$ cat src/shared/boot_pkg.sv
// Notes on behaviour
// - checksum reply: 18h rx error, 11h bad, 10h good
// - reception off; time first four first-byte edges
// - async when first interval not above third-fourth
// - uniform non-blank password area forces 11h
// - all twelve password bytes must match
// - received bytes one to twelve against 474h..47Fh
// - 16-bit flash sum, high byte first
// - checksum is two's complement of byte sum
// - ack: command nibble, bit3 rx, bit0 bad
// - no reception error check in clocked mode
// - unusable baud rate: stop silently
// - mode byte ack 86h async, 30h clocked
package boot_pkg;
  localparam logic [7:0]  ACK_MODE_ASYNC   = 8'h86;
  localparam logic [7:0]  ACK_MODE_CLOCKED = 8'h30;
  localparam logic [7:0]  CMD_RAM_XFER     = 8'h10;
  localparam logic [7:0]  CMD_FLASH_SUM    = 8'h20;
  localparam logic [7:0]  CMD_PROD_INFO    = 8'h30;
  localparam logic [7:0]  ACK_CKS_OK       = 8'h10;
  localparam logic [7:0]  ACK_CKS_BAD      = 8'h11;
  localparam logic [7:0]  ACK_CKS_RXERR    = 8'h18;
  localparam logic [3:0]  ACK_LOW_RXERR    = 4'h8;
  localparam logic [3:0]  ACK_LOW_BAD      = 4'h1;
  localparam logic [7:0]  PW_BLANK         = 8'hff;
  localparam int          PW_LEN           = 12;
  localparam int          FLASH_ADDR_W     = 19;
  localparam int          FLASH_BYTES_DEF  = 524288;
  localparam logic [18:0] PW_BASE          = 19'h00474;
  localparam int          TIMER_W          = 24;
  localparam logic [2:0]  EDGES_NEEDED     = 3'h4;

  typedef enum logic [9:0] {
    S_DETECT  = 10'h001,
    S_HALT    = 10'h002,
    S_MODEACK = 10'h004,
    S_CMD     = 10'h008,
    S_ECHO    = 10'h010,
    S_PWREAD  = 10'h020,
    S_PWRX    = 10'h040,
    S_SUM     = 10'h080,
    S_SUMHI   = 10'h100,
    S_SUMLO   = 10'h200
  } boot_state_e;
endpackage : boot_pkg

$ cat src/logic/boot_loader.sv
`timescale 1ns/1ps
`default_nettype none
module boot_loader #(
  parameter int FLASH_BYTES = boot_pkg::FLASH_BYTES_DEF
) (
  // clock and reset
  input  wire logic                              clk_sys,
  input  wire logic                              srst,
  // receive pin, watched for mode detection
  input  wire logic                              rxd_pin,
  // received bytes from the boot serial channel
  input  wire logic                              rx_valid,
  input  wire logic [7:0]                        rx_data,
  input  wire logic                              rx_err,
  input  wire logic                              baud_ok,
  // channel control
  output logic                                   rx_enable,
  output logic                                   mode_async,
  output logic [boot_pkg::TIMER_W-1:0]           bit_time,
  output logic                                   halted,
  // bytes to transmit
  output logic                                   tx_valid,
  output logic [7:0]                             tx_data,
  input  wire logic                              tx_ready,
  // flash read port, data one cycle after the strobe
  output logic                                   flash_rd,
  output logic [boot_pkg::FLASH_ADDR_W-1:0]      flash_addr,
  input  wire logic [7:0]                        flash_rdata
);
  import boot_pkg::*;

  // ----------------------------------------
  // pin sampling and edge timing
  // ----------------------------------------
  logic               sy1_ff, sy2_ff, sy3_ff, lvl_ff, nxt_lvl;
  logic [TIMER_W-1:0] tmr_ff, nxt_tmr, ta_ff, nxt_ta, tb_ff, nxt_tb, tc_ff, nxt_tc;
  logic [TIMER_W-1:0] t_ab, t_cd;
  logic [2:0]         edg_ff, nxt_edg;
  logic               edge_w, det_done;
  boot_state_e        state_ff, nxt_state, ret_ff, nxt_ret;

  always_comb begin
    nxt_tmr  = tmr_ff + 1'b1;
    nxt_lvl  = lvl_ff;
    nxt_edg  = edg_ff;
    nxt_ta   = ta_ff;
    nxt_tb   = tb_ff;
    nxt_tc   = tc_ff;
    t_ab     = tb_ff - ta_ff;
    t_cd     = tmr_ff - tc_ff;
    edge_w   = (sy2_ff == sy3_ff) && (sy3_ff != lvl_ff);
    det_done = 1'b0;
    if (edge_w) begin
      nxt_lvl = sy3_ff;
    end
    if (state_ff == S_DETECT && edge_w) begin
      nxt_edg = edg_ff + 3'h1;
      case (edg_ff)
        3'h0:    nxt_ta = tmr_ff;
        3'h1:    nxt_tb = tmr_ff;
        3'h2:    nxt_tc = tmr_ff;
        default: det_done = 1'b1;
      endcase
    end
  end

  always_ff @(posedge clk_sys) begin
    sy1_ff <= rxd_pin;
    sy2_ff <= sy1_ff;
    sy3_ff <= sy2_ff;
    if (srst) begin
      lvl_ff <= 1'b1;
      tmr_ff <= '0;
      edg_ff <= '0;
      ta_ff  <= '0;
      tb_ff  <= '0;
      tc_ff  <= '0;
    end else begin
      lvl_ff <= nxt_lvl;
      tmr_ff <= nxt_tmr;
      edg_ff <= nxt_edg;
      ta_ff  <= nxt_ta;
      tb_ff  <= nxt_tb;
      tc_ff  <= nxt_tc;
    end
  end

  // ----------------------------------------
  // protocol sequencer
  // ----------------------------------------
  logic [7:0]         txb_ff, nxt_txb, sck_ff, nxt_sck;
  logic [3:0]         nib_ff, nxt_nib, rxc_ff, nxt_rxc;
  logic [15:0]        sum_ff, nxt_sum;
  logic [19:0]        idx_ff, nxt_idx;
  logic               pend_ff, nxt_pend, bad_ff, nxt_bad, rxe_ff, nxt_rxe, area_ff, nxt_area;
  logic               async_ff, nxt_async, halt_ff, nxt_halt, rxen_ff, nxt_rxen;
  logic [TIMER_W-1:0] bt_ff, nxt_bt;
  logic [FLASH_ADDR_W-1:0] fa_ff, nxt_fa;
  logic               frd_ff, nxt_frd;
  logic [7:0]         pw_ff [PW_LEN];
  logic [7:0]         nxt_pw [PW_LEN];
  logic               buf_push, in_ready, same_w, rx_bad_w;
  logic [7:0]         push_data, sck_fin;
  logic [19:0]        limit_w;

  always_comb begin
    nxt_state = state_ff;
    nxt_ret   = ret_ff;
    nxt_txb   = txb_ff;
    nxt_sck   = sck_ff;
    nxt_nib   = nib_ff;
    nxt_rxc   = rxc_ff;
    nxt_sum   = sum_ff;
    nxt_idx   = idx_ff;
    nxt_bad   = bad_ff;
    nxt_rxe   = rxe_ff;
    nxt_area  = area_ff;
    nxt_async = async_ff;
    nxt_halt  = halt_ff;
    nxt_rxen  = rxen_ff;
    nxt_bt    = bt_ff;
    nxt_fa    = fa_ff;
    nxt_frd   = 1'b0;
    nxt_pw    = pw_ff;
    nxt_pend  = frd_ff;
    buf_push  = 1'b0;
    push_data = txb_ff;
    same_w    = 1'b1;
    rx_bad_w  = async_ff && rx_err;
    sck_fin   = sck_ff + rx_data;
    limit_w   = (state_ff == S_PWREAD) ? 20'(PW_LEN) : 20'(FLASH_BYTES);
    for (int i = 1; i < PW_LEN; i++) begin
      if (pw_ff[i] != pw_ff[0]) same_w = 1'b0;
    end
    unique case (state_ff)
      S_DETECT: if (det_done) begin
        nxt_async = (t_ab <= t_cd);
        nxt_bt    = t_ab >> 1;
        if (t_ab <= t_cd && !baud_ok) begin
          nxt_state = S_HALT;
          nxt_halt  = 1'b1;
        end else begin
          nxt_state = S_MODEACK;
          nxt_rxen  = 1'b1;
        end
      end
      S_HALT: nxt_state = S_HALT;
      S_MODEACK: begin
        buf_push  = in_ready;
        push_data = async_ff ? ACK_MODE_ASYNC : ACK_MODE_CLOCKED;
        if (in_ready) nxt_state = S_CMD;
      end
      S_CMD: if (rx_valid) begin
        nxt_state = S_ECHO;
        nxt_ret   = S_CMD;
        nxt_idx   = '0;
        nxt_sum   = '0;
        if (rx_bad_w) begin
          nxt_txb = {nib_ff, ACK_LOW_RXERR};
        end else if (rx_data == CMD_RAM_XFER || rx_data == CMD_FLASH_SUM ||
                     rx_data == CMD_PROD_INFO) begin
          nxt_txb = rx_data;
          nxt_nib = rx_data[7:4];
          if (rx_data == CMD_RAM_XFER) nxt_ret = S_PWREAD;
          if (rx_data == CMD_FLASH_SUM) nxt_ret = S_SUM;
        end else begin
          nxt_txb = {nib_ff, ACK_LOW_BAD};
        end
      end
      S_ECHO: begin
        buf_push = in_ready;
        if (in_ready) nxt_state = ret_ff;
      end
      S_PWREAD, S_SUM: begin
        if (idx_ff < limit_w && !frd_ff) begin
          nxt_frd = 1'b1;
          nxt_fa  = (state_ff == S_PWREAD) ? PW_BASE + idx_ff[FLASH_ADDR_W-1:0]
                                           : idx_ff[FLASH_ADDR_W-1:0];
          nxt_idx = idx_ff + 20'h1;
        end
        if (pend_ff) begin
          if (state_ff == S_PWREAD) nxt_pw[idx_ff[3:0] - 4'h1] = flash_rdata;
          else nxt_sum = sum_ff + {8'h00, flash_rdata};
        end
        if (idx_ff == limit_w && !frd_ff && !pend_ff) begin
          if (state_ff == S_PWREAD) begin
            nxt_state = S_PWRX;
            nxt_area  = same_w && pw_ff[0] != PW_BLANK;
            nxt_rxc   = '0;
            nxt_bad   = 1'b0;
            nxt_rxe   = 1'b0;
            nxt_sck   = '0;
          end else begin
            nxt_state = S_SUMHI;
          end
        end
      end
      S_PWRX: if (rx_valid) begin
        nxt_rxc = rxc_ff + 4'h1;
        nxt_sck = sck_fin;
        nxt_rxe = rxe_ff || rx_bad_w;
        if (rxc_ff < 4'(PW_LEN) && rx_data != pw_ff[rxc_ff]) nxt_bad = 1'b1;
        if (rxc_ff == 4'(PW_LEN)) begin
          nxt_state = S_ECHO;
          nxt_ret   = S_CMD;
          if (rxe_ff || rx_bad_w) nxt_txb = ACK_CKS_RXERR;
          else if (bad_ff || area_ff || sck_fin != 8'h00) nxt_txb = ACK_CKS_BAD;
          else nxt_txb = ACK_CKS_OK;
        end
      end
      S_SUMHI: begin
        buf_push  = in_ready;
        push_data = sum_ff[15:8];
        if (in_ready) nxt_state = S_SUMLO;
      end
      S_SUMLO: begin
        buf_push  = in_ready;
        push_data = sum_ff[7:0];
        nxt_txb   = 8'h00 - (sum_ff[15:8] + sum_ff[7:0]);
        nxt_ret   = S_CMD;
        if (in_ready) nxt_state = S_ECHO;
      end
      default: nxt_state = S_HALT;
    endcase
  end

  always_ff @(posedge clk_sys) begin
    if (srst) begin
      state_ff <= S_DETECT;
      ret_ff   <= S_CMD;
      txb_ff   <= '0;
      sck_ff   <= '0;
      nib_ff   <= '0;
      rxc_ff   <= '0;
      sum_ff   <= '0;
      idx_ff   <= '0;
      pend_ff  <= 1'b0;
      bad_ff   <= 1'b0;
      rxe_ff   <= 1'b0;
      area_ff  <= 1'b0;
      async_ff <= 1'b0;
      halt_ff  <= 1'b0;
      rxen_ff  <= 1'b0;
      bt_ff    <= '0;
      fa_ff    <= '0;
      frd_ff   <= 1'b0;
      for (int i = 0; i < PW_LEN; i++) pw_ff[i] <= '0;
    end else begin
      state_ff <= nxt_state;
      ret_ff   <= nxt_ret;
      txb_ff   <= nxt_txb;
      sck_ff   <= nxt_sck;
      nib_ff   <= nxt_nib;
      rxc_ff   <= nxt_rxc;
      sum_ff   <= nxt_sum;
      idx_ff   <= nxt_idx;
      pend_ff  <= nxt_pend;
      bad_ff   <= nxt_bad;
      rxe_ff   <= nxt_rxe;
      area_ff  <= nxt_area;
      async_ff <= nxt_async;
      halt_ff  <= nxt_halt;
      rxen_ff  <= nxt_rxen;
      bt_ff    <= nxt_bt;
      fa_ff    <= nxt_fa;
      frd_ff   <= nxt_frd;
      pw_ff    <= nxt_pw;
    end
  end

  // ----------------------------------------
  // two-entry transmit buffer
  // ----------------------------------------
  // skid register keeps a byte when the channel stalls; the sequencer
  // waits while it is occupied, so no reply is ever dropped
  logic       ov_ff, nxt_ov, sv_ff, nxt_sv;
  logic [7:0] od_ff, nxt_od, sd_ff, nxt_sd;

  always_comb begin
    in_ready = !sv_ff;
    nxt_ov   = ov_ff;
    nxt_od   = od_ff;
    nxt_sv   = sv_ff;
    nxt_sd   = sd_ff;
    if (ov_ff && tx_ready) begin
      if (sv_ff) begin
        nxt_od = sd_ff;
        nxt_sv = 1'b0;
      end else begin
        nxt_ov = buf_push;
        nxt_od = push_data;
      end
    end else if (buf_push) begin
      if (!ov_ff) begin
        nxt_ov = 1'b1;
        nxt_od = push_data;
      end else begin
        nxt_sv = 1'b1;
        nxt_sd = push_data;
      end
    end
  end

  always_ff @(posedge clk_sys) begin
    if (srst) begin
      ov_ff <= 1'b0;
      sv_ff <= 1'b0;
      od_ff <= '0;
      sd_ff <= '0;
    end else begin
      ov_ff <= nxt_ov;
      sv_ff <= nxt_sv;
      od_ff <= nxt_od;
      sd_ff <= nxt_sd;
    end
  end

  assign tx_valid   = ov_ff;
  assign tx_data    = od_ff;
  assign rx_enable  = rxen_ff;
  assign mode_async = async_ff;
  assign bit_time   = bt_ff;
  assign halted     = halt_ff;
  assign flash_rd   = frd_ff;
  assign flash_addr = fa_ff;
endmodule : boot_loader
`default_nettype wire

$ cat config.mk
export PLATFORM = sky130hd
export DESIGN_NAME = boot_loader
export DESIGN_NICKNAME = d
export VERILOG_FILES = /design/src/shared/boot_pkg.sv /design/src/logic/boot_loader.sv
export SDC_FILE = /design/constraint.sdc
export NUM_CORES = 1
export LEC_CHECK = 0
export BUFFER_PORTS_ARGS = -buffer_cell sky130_fd_sc_hd__buf_2
export CORE_MARGIN = 3
export CORE_UTILIZATION = 60
export DETAILED_ROUTE_END_ITERATION = 10
export GPL_ROUTABILITY_DRIVEN = 0
export HOLD_SLACK_MARGIN = 0.06
export PLACE_DENSITY_LB_ADDON = 0.05
export SYNTH_ARGS = -nofsm -noshare
export SYNTH_HDL_FRONTEND = slang
export SYNTH_SLANG_ARGS = --single-unit
$ cat constraint.sdc
create_clock -name clk_sys -period 5.6 [get_ports clk_sys]
set_input_delay 0.28 -clock clk_sys [delete_from_list [all_inputs] [get_ports clk_sys]]
set_output_delay 0.28 -clock clk_sys [all_outputs]
set_load 0.01 [all_outputs]
======== Word level (Yosys, flattened, before mapping) ========
Cells that the tools add are included.
operators by class
  add/sub/neg operators ................... 12
  magnitude comparators ................... 6
  eq/ne operators ......................... 47
  muxes and demuxes ....................... 82
  bitwise operators ....................... 6
  reduce and logical (&&, ||, !) cells .... 51
operators with widths
  cell                                                             count
  10-bit 2-to-1 mux                                                15
  8-bit 2-to-1 mux                                                 16
  96-bit bitwise mux                                               1
  8-bit inequality test                                            12
  10-bit case mux with 8 select lines                              1
  20-bit 2-to-1 mux                                                3
  16-bit 2-to-1 mux                                                3
  8-bit case mux with 3 select lines                               2
  24-bit subtractor                                                2
  20-bit case mux with 2 select lines                              1
  8-bit binary-select mux with 4-bit select                        1
  8-bit demux with 4-bit select                                    1
  16-bit case mux with 2 select lines                              1
  2-bit inequality test, second input constant                     15
  10-bit case mux with 3 select lines                              1
  24-bit by 1-bit adder with 24-bit output, second input constant  1
  24-bit <= comparator                                             1
  1-bit 2-to-1 mux                                                 24
  20-bit by 1-bit adder with 20-bit output, second input constant  1
  20-bit equality test                                             1
  20-bit less-than comparator                                      1
  11-bit by 19-bit adder with 19-bit output, first input constant  1
  19-bit 2-to-1 mux                                                1
  3-bit AND reduction                                              6
  50 further kinds                                                 92
storage, ports and cells
  register bits ........................... 347
  output and inout bits ................... 56
  word-level logic and storage cells ...... 247

======== Logic depth before layout (Yosys ltp) ========
Gate-level depths: netlist (run 1).
  word-level depth ........................ 13
  gate-level depth with buffers ........... 19

======== Least setup slack after synthesis (run 1) ========
OpenSTA, ideal clock, no wires.
  path kind ............................... register to register
  start point ............................. reg tmr_ff[8]
  end point ............................... reg rxen_ff (netlist: rx_enable)
  library setup time ...................... 0.129 ns
  arrival time ............................ 3.616 ns
  data required time ...................... 5.471 ns
  setup slack ............................. 1.855 ns
  cell stages (with the launch flop) ...... 18
  buffers on the path ..................... 0
  period minus slack after synthesis ...... 3.745 ns
  cells stage by stage .................... dfxtp_1 ha_1 or3_1 a211o_1 o221ai_1 o311ai_0 a21o_1 a211o_1 nand2_1 ha_1 a21o_1 a21o_1 a21o_1 a21oi_1 o21ai_0 a211oi_1 a21o_1 o21ai_0
between the ends
  word-level cells in the longest chain between the ends .. 5
RTL lines
  element                               line                source
  start, declared                       boot_loader.sv:36   logic [TIMER_W-1:0] tmr_ff, nxt_tmr, ta_ff, nxt_ta, tb_ff, nxt_tb, tc_ff, nxt_tc;
  start signal, assigned                boot_loader.sv:80   tmr_ff <= nxt_tmr;
  24-bit subtractor                     boot_loader.sv:50   t_cd = tmr_ff - tc_ff;
  24-bit <= comparator                  boot_loader.sv:139  if (t_ab <= t_cd && !baud_ok) begin
  1-bit logical AND                     boot_loader.sv:139
  1-bit inverter (no source line)       --
  3-bit AND reduction (no source line)  --
  end signal, assigned                  boot_loader.sv:263  rxen_ff <= nxt_rxen;
  end, declared                         boot_loader.sv:96   logic async_ff, nxt_async, halt_ff, nxt_halt, rxen_ff, nxt_rxen;
No other way between the ends.
A chain may end at the register's enable or synchronous reset.

======== Worst setup path after layout (run 1) ========
  start point ............................. reg tmr_ff[0]
  end point ............................... reg rxen_ff (netlist: rx_enable)
Same word-level chain as after synthesis.

==> impl_metrics.toml, run 1 <==
[outcome]
status = "completed"

[synthesis]
synthMostInstantiatedCell = "dfxtp_1"
yosysUniqueCellTypes = 81
syn_nets = 2443
synth-edff-count = 0
synth.area.top_cells = "dfxtp_1, ha_1, mux2i_1"
synth_area_um2 = 19000
syn_inst = 2300
ys_seq_area_share_pct = 35.9
ys_ff_latch = 340
yosysWarnings = 0
syn_avg_cell_area_um2 = 8.25
yosys-top-cells-count = "dfxtp_1, nor2_1, nand2_1"
yosys.area.top_type_share_pct = 35.9
synth_top_cell_by_area = "dfxtp_1"
synth_ff_type = "dfxtp_1"
synthArstFlopShare_pct = 0

[clock_tree]
clk_path_buf_depth = 3
cts_max_level = 2
cts_tree = "yes"
cts.sinks = 340
post_cts_buffers = 0
clk_pin_slew_ns = 0.06
cts_resized = 0
worstSkewPairLatency_ns = 0.52
cts_root_buffer = "clkbuf_16"
numCtsBuffers = 37

[timing]
hold_viol = 0
setup_viol = 0
fin_tns_setup_ns = 0
post-route-period-util_pct = 78.9
worst_slew_pin_slew_ns = 1.16
rsz0062_at_grt = "no"
final_max_slew_viol_count = 0
min_period_ns = 4.42
max_clock_freq_mhz = 226
hold_ws_ns = 0.118
slew_headroom_pct = 22.6
finalClockSkew_ns = 0.0116

[global_route]
grt_pass1_wl_um = 78600
track_usage_pct = 28.0
overflow = 0
antenna_found_initial = 1
grt_max_degree = 89
grt_pass1_vias = 15400

[detailed_routing]
met2_length_um = 21500
routed_wl_um = 47900
first_iter_violations = 1247
highest_layer = "met5"
drc = 0
viasPerCell = 5.96
m1WireLength_um = 22500
met3WireLength_um = 2920
num_vias = 16300
postRouteAntennaNets = 0
wl_per_cell_um = 17.5
firstDrtPassIters = 5

[hold_path]
min-delay-path-class = "input port to flop"
whs_path_depth = 3
holdPathEnd = "halted"
holdCritStartpoint = "baud_ok"

[setup_path]
crit_slowest_cell = "o311ai_0"
crit_top_cell = "a21o_1"
reg2reg_to = "rx_enable"
cp_max_fo = 7
r2r-start = "tmr_ff[0]"
critPathKind = "flop to flop"
cp-end-kind = "flop"
crit_start = "tmr_ff[0]"
r2r_cells = 18
start_kind = "flop"
cpPeakStageDelay_ns = 0.92
critPathArrivalTime_ns = 4.79
cp_data_required_time_ns = 5.97
rrSetupSlack_ns = 1.18
path_cells = "inv_1 > ha_1 > nor2b_1 > o2111a_1 > o221ai_1 > o311ai_0 > a21o_1 > a211o_1 > nand2_1 > ha_1 > a21o_1 > a21o_1 > a21o_1 > a21oi_1 > o21ai_0 > a211oi_1 > a21o_1 > o21ai_0"

[layout]
drive_gt1_share_pct = 8.12
nets = 2454
syn_to_final_growth_pct = 9.23
filler_cell_count = 2665
n_antenna_cell = 0
instances_no_fill = 2735

[floorplanning]
start_util_pct = 61.4
coreArea_um2 = 30900
ios = 79
fp.dieArea_um2 = 33800
die_h_um = 184
rows = 64
dieWidth_um = 184

[placement]
place_hpwl_um = 33800
port_buffers = 77
placed_cells = 2667

[flow_run]
maxCapViolations = 0

[power_and_ir_drop]
peakVddDrop_uv = 299
p_per_area_nw_per_um2 = 262
p_leak_uw = 0.00868
power_uw = 5420
repair_timing:
| action | 4_1_cts | 5_1_grt |
|---|---|---|
| endpoints found under the hold margin | 1 | 0 |
| endpoints found under the setup margin | 0 | 0 |
| hold buffers | 1 | 0 |
cell type report:
cell class | count | area, µm² | area share, %
multi-input combinational | 1732 | 11300 | 54.6
inverter | 109 | 409 | 1.97
tap | 396 | 495 | 2.39
clock buffer | 58 | 1110 | 5.34
timing repair buffer | 91 | 503 | 2.43
sequential | 340 | 6810 | 32.8
clock inverter | 9 | 98.8 | 0.477
critical path, delay by kind of cell (launching register included):
family,cells,cell delay [ns]
and+or+nand+nor,2,0.23
adders and majority gates,2,0.52
buffers and inverters,1,0.07
DFF,1,0.43
AOI/OAI and AO/OA,13,3.02
metrics by stage:
stage | setup slack (ns) | utilization, % | area (µm²)
after floorplan | 1.86 | - | 19000
after global placement | 1.41 | 63.2 | 19500
after detailed placement | 1.32 | 63.2 | 19500
after CTS | 1.25 | 67.1 | 20700
after global routing | 0.810 | 67.1 | 20700
final | 1.18 | 67.1 | 20700
layer usage:
layer	vias to the layer above	track usage, %
met5	-	0
met4	2	6.68
met3	76	3.72
met2	475	45.4
met1	7680	39.9
li1	8066	-
worst max path at each step:
| stage | slack [ns] | cells after the start | endpoint |
|---|---|---|---|
| after floorplan | 1.86 | 17 | rx_enable |
| after global placement | 1.41 | 17 | rx_enable |
| after detailed placement | 1.32 | 18 | rx_enable |
| after CTS | 1.25 | 18 | rx_enable |
| after global routing | 0.81 | 18 | rx_enable |
| final | 1.18 | 18 | rx_enable |
flip-flops by register name, summed over array words and instances, names as in the netlist, 3 cells and up:
| register | cells |
|---|---|
| sd_ff | 8 |
| bit_time | 23 |
| flash_addr | 19 |
| tx_data | 8 |
| ret_ff | 3 |
| tmr_ff | 24 |
| txb_ff | 8 |
| sum_ff | 16 |
| nib_ff | 4 |
| ta_ff | 24 |
| state_ff | 10 |
| idx_ff | 20 |
| tb_ff | 24 |
| edg_ff | 3 |
| rxc_ff | 4 |
| tc_ff | 24 |
| pw_ff | 96 |
| sck_ff | 8 |
kinds of logic after synthesis:
logic type / share of synthesized area [%]
xor gates and xnor gates: 5.91
AOI/OAI and AO/OA: 14.8
adders and majority gates: 8.11
buffers and inverters: 4.67
muxes: 9.12
other: 0.0198
and+or+nand+nor: 21.5
DFF: 35.9
cells in the final DEF, fill, tap and decap left out, types with 20 or more instances in the layout:
cell / count
dfxtp_1: 339
buf_2: 76
mux4_2: 24
or4_1: 20
nor3_1: 30
nand4_1: 28
nand3_1: 79
inv_1: 108
nand2_1: 278
nor2b_1: 22
o21ai_0: 63
xnor2_1: 68
a21oi_1: 212
nor2_1: 288
and3_1: 25
a211oi_1: 38
nor4_1: 22
clkbuf_16: 39
xor2_1: 60
a21o_1: 31
mux2i_1: 119
ha_1: 115
report_power, final:
part           switching, µW  internal [µW]  total, µW
clock                    981           1450       2430
sequential              15.8           2430       2450
combinational            349            190        539
total                   1350           4080       5420
Note: power is estimated with default switching activity, not from simulation.
==> inputs of run 2 (changes only) <==
--- a/config.mk
+++ b/config.mk
@@ -7,7 +7,7 @@
 export LEC_CHECK = 0
 export BUFFER_PORTS_ARGS = -buffer_cell sky130_fd_sc_hd__buf_2
 export CORE_MARGIN = 3
-export CORE_UTILIZATION = 60
+export CORE_UTILIZATION = 57
 export DETAILED_ROUTE_END_ITERATION = 10
 export GPL_ROUTABILITY_DRIVEN = 0
 export HOLD_SLACK_MARGIN = 0.06
==> constraint.sdc (replaced) <==
create_clock -name clk_sys -period 3.9 [get_ports clk_sys]
set_input_delay 0.195 -clock clk_sys [delete_from_list [all_inputs] [get_ports clk_sys]]
set_output_delay 0.195 -clock clk_sys [all_outputs]
set_load 0.01 [all_outputs]
==> impl_metrics.toml, run 2 (synthesized netlist as in run 1, its figures left out) <==
[global_route]
grt_pass1_vias = 15600
antenna_found_initial = 2
track_usage_pct = 27.3
grt_max_degree = 124
overflow = 0
grt_pass1_wl_um = 80300

[setup_path]
start_kind = "flop"
cp_max_fo = 2
rrSetupSlack_ns = 0.12
critPathArrivalTime_ns = 4.16
path_cells = "inv_1 > ha_1 > or3_1 > a211o_1 > o221ai_4 > o311ai_4 > a21o_1 > a211o_1 > nand2_1 > ha_1 > a21o_1 > a21o_1 > a21o_1 > a21oi_2 > o21ai_2 > a211oi_2 > a21o_1 > o21ai_0"
crit_buf_inv = 1
crit_start = "tc_ff[8]"
crit_slowest_cell = "or3_1"
r2r-start = "tc_ff[8]"
critPathKind = "flop to flop"
reg2reg_to = "rx_enable"
crit_top_cell = "a21o_1"
cp-end-kind = "flop"
cpPeakStageDelay_ns = 0.38
cp_data_required_time_ns = 4.28
r2r_cells = 18
critical_path.top_delay_family = "compound AO/OA/AOI/OAI gates"

[layout]
regMostFlops = "pw_ff"
largest_reg_flops = 96
register_area_um2 = 6810
fin_util_pct = 65.6
drive_gt1_share_pct = 11.6
nets = 2524
multi_input_area_um2 = 11500
layout_common_cells = "dfxtp_1, nor2_1, nand2_1"
final_common_cell = "dfxtp_1"
syn_to_final_growth_pct = 13.0
filler_cell_count = 2913
n_antenna_cell = 0

[clock_tree]
clk_path_buf_depth = 3
clk_pin_slew_ns = 0.06
cts.sinks = 340
numCtsBuffers = 38
cts_root_buffer = "clkbuf_16"
worstSkewPairLatency_ns = 0.53
cts_tree = "yes"
cts_max_level = 2

[timing]
min_period_ns = 3.78
final_max_slew_viol_count = 0
slew_headroom_pct = 23.7
finalClockSkew_ns = 0.0136
hold_viol = 0
max_clock_freq_mhz = 265
setup_viol = 0
post-route-period-util_pct = 96.9
fin_tns_setup_ns = 0
worst_slew_pin_slew_ns = 1.14

[outcome]
status = "completed"

[floorplanning]
rows = 66
coreArea_um2 = 32700
die_h_um = 188
ios = 79
fp.dieArea_um2 = 35500
start_util_pct = 58.1
dieWidth_um = 188

[hold_path]
min-delay-path-class = "input port to flop"
holdCritStartpoint = "flash_rdata[5]"
whs_path_depth = 3
holdPathEnd = "pw_ff[45]"

[power_and_ir_drop]
peakVddDrop_uv = 254
pwr-share-seq_pct = 45.1
p_comb_share_pct = 11.8
p_per_area_nw_per_um2 = 363
netSwitchingFraction_pct = 25.3
power_switching_uw = 1970
p_leak_uw = 0.00903
p_clk_share_pct = 43.1
internal-power_uw = 5820

[detailed_routing]
num_vias = 16700
viasPerCell = 5.87
wl_per_cell_um = 17.6
routed_wl_um = 49900
firstDrtPassIters = 6
drc = 0
postRouteAntennaNets = 0
first_iter_violations = 1273

[placement]
port_buffers = 77
place_hpwl_um = 34900

[flow_run]
maxCapViolations = 0
-- run 2: cell count changes in the layout (fill, tap and decap cells not counted), moves of 3 or more --
cell / before / now
a211oi_1: 38 / 34
a21oi_2: 0 / 7
buf_4: 13 / 78
o21ai_0: 63 / 58
o21ai_1: 2 / 6
a21oi_1: 212 / 203
clkinv_2: 6 / 2
dlygate4sd3_1: 1 / 4
a211oi_2: 0 / 4
clkbuf_8: 6 / 1
-- run 2: per-layer routing --
layer | up-vias | wire (µm) | global-route usage [%]
li1 | 8177 | - | -
met1 | 7917 | 22900 | 38.6
met2 | 485 | 22300 | 43.3
met3 | 89 | 3320 | 3.96
met4 | 4 | 1350 | 8.31
met5 | - | 21 | 0
-- run 2: area by class of cell --
| type | instances | share of cell area, % |
|---|---|---|
| Timing Repair Buffer | 160 | 4.85 |
| Clock inverter | 3 | 0.187 |
| Sequential cell | 340 | 31.7 |
| Multi-Input combinational cell | 1732 | 53.7 |
| Clock buffer | 53 | 5.04 |
| Tap cell | 442 | 2.58 |
| Inverter | 109 | 1.91 |
-- run 2: worst min-delay path: stages --
cell and delay (ns):
buf_2 0.18, mux2i_1 0.14, nor2_1 0.05
-- run 2: stage by stage --
stage | setup slack, ns | power (µW) | instances | instance area [µm²] | hold WS, ns
global route | -0.0461 | 8070 | 2839 | 21500 | 0.107
global placement | -0.0566 | 4380 | 2774 | 20000 | 0.298
floorplan | 0.155 | 4140 | 2300 | 19000 | 0.223
finish | 0.121 | 7800 | 2839 | 21500 | 0.0914
detailed placement | -0.208 | 4400 | 2774 | 20000 | 0.300
CTS | 0.00243 | 7760 | 2835 | 21200 | 0.0772
-- run 2: how the worst max path moves through the flow --
stage	cells past startpoint	endpoint	slack, ns
finish	18	rx_enable	0.12
global route	18	rx_enable	-0.05
CTS	17	mode_async	0.002
detailed placement	18	rx_enable	-0.21
global placement	18	rx_enable	-0.06
floorplan	17	rx_enable	0.16
-- run 2: timing repair --
action	CTS	global route
endpoints found under the setup margin	5	5
gates resized for setup	6	38
hold endpoints to repair	5	0
pin swaps	2	17
hold buffers	4	0
setup buffers	1	4
-- run 2: power by group through the flow --
stage	combinational (µW)	sequential [µW]	clock [µW]
after floorplan	550	3590	0
after global placement	790	3590	0
after detailed placement	806	3590	0
after CTS	825	3520	3420
after global routing	995	3520	3550
final	919	3520	3360
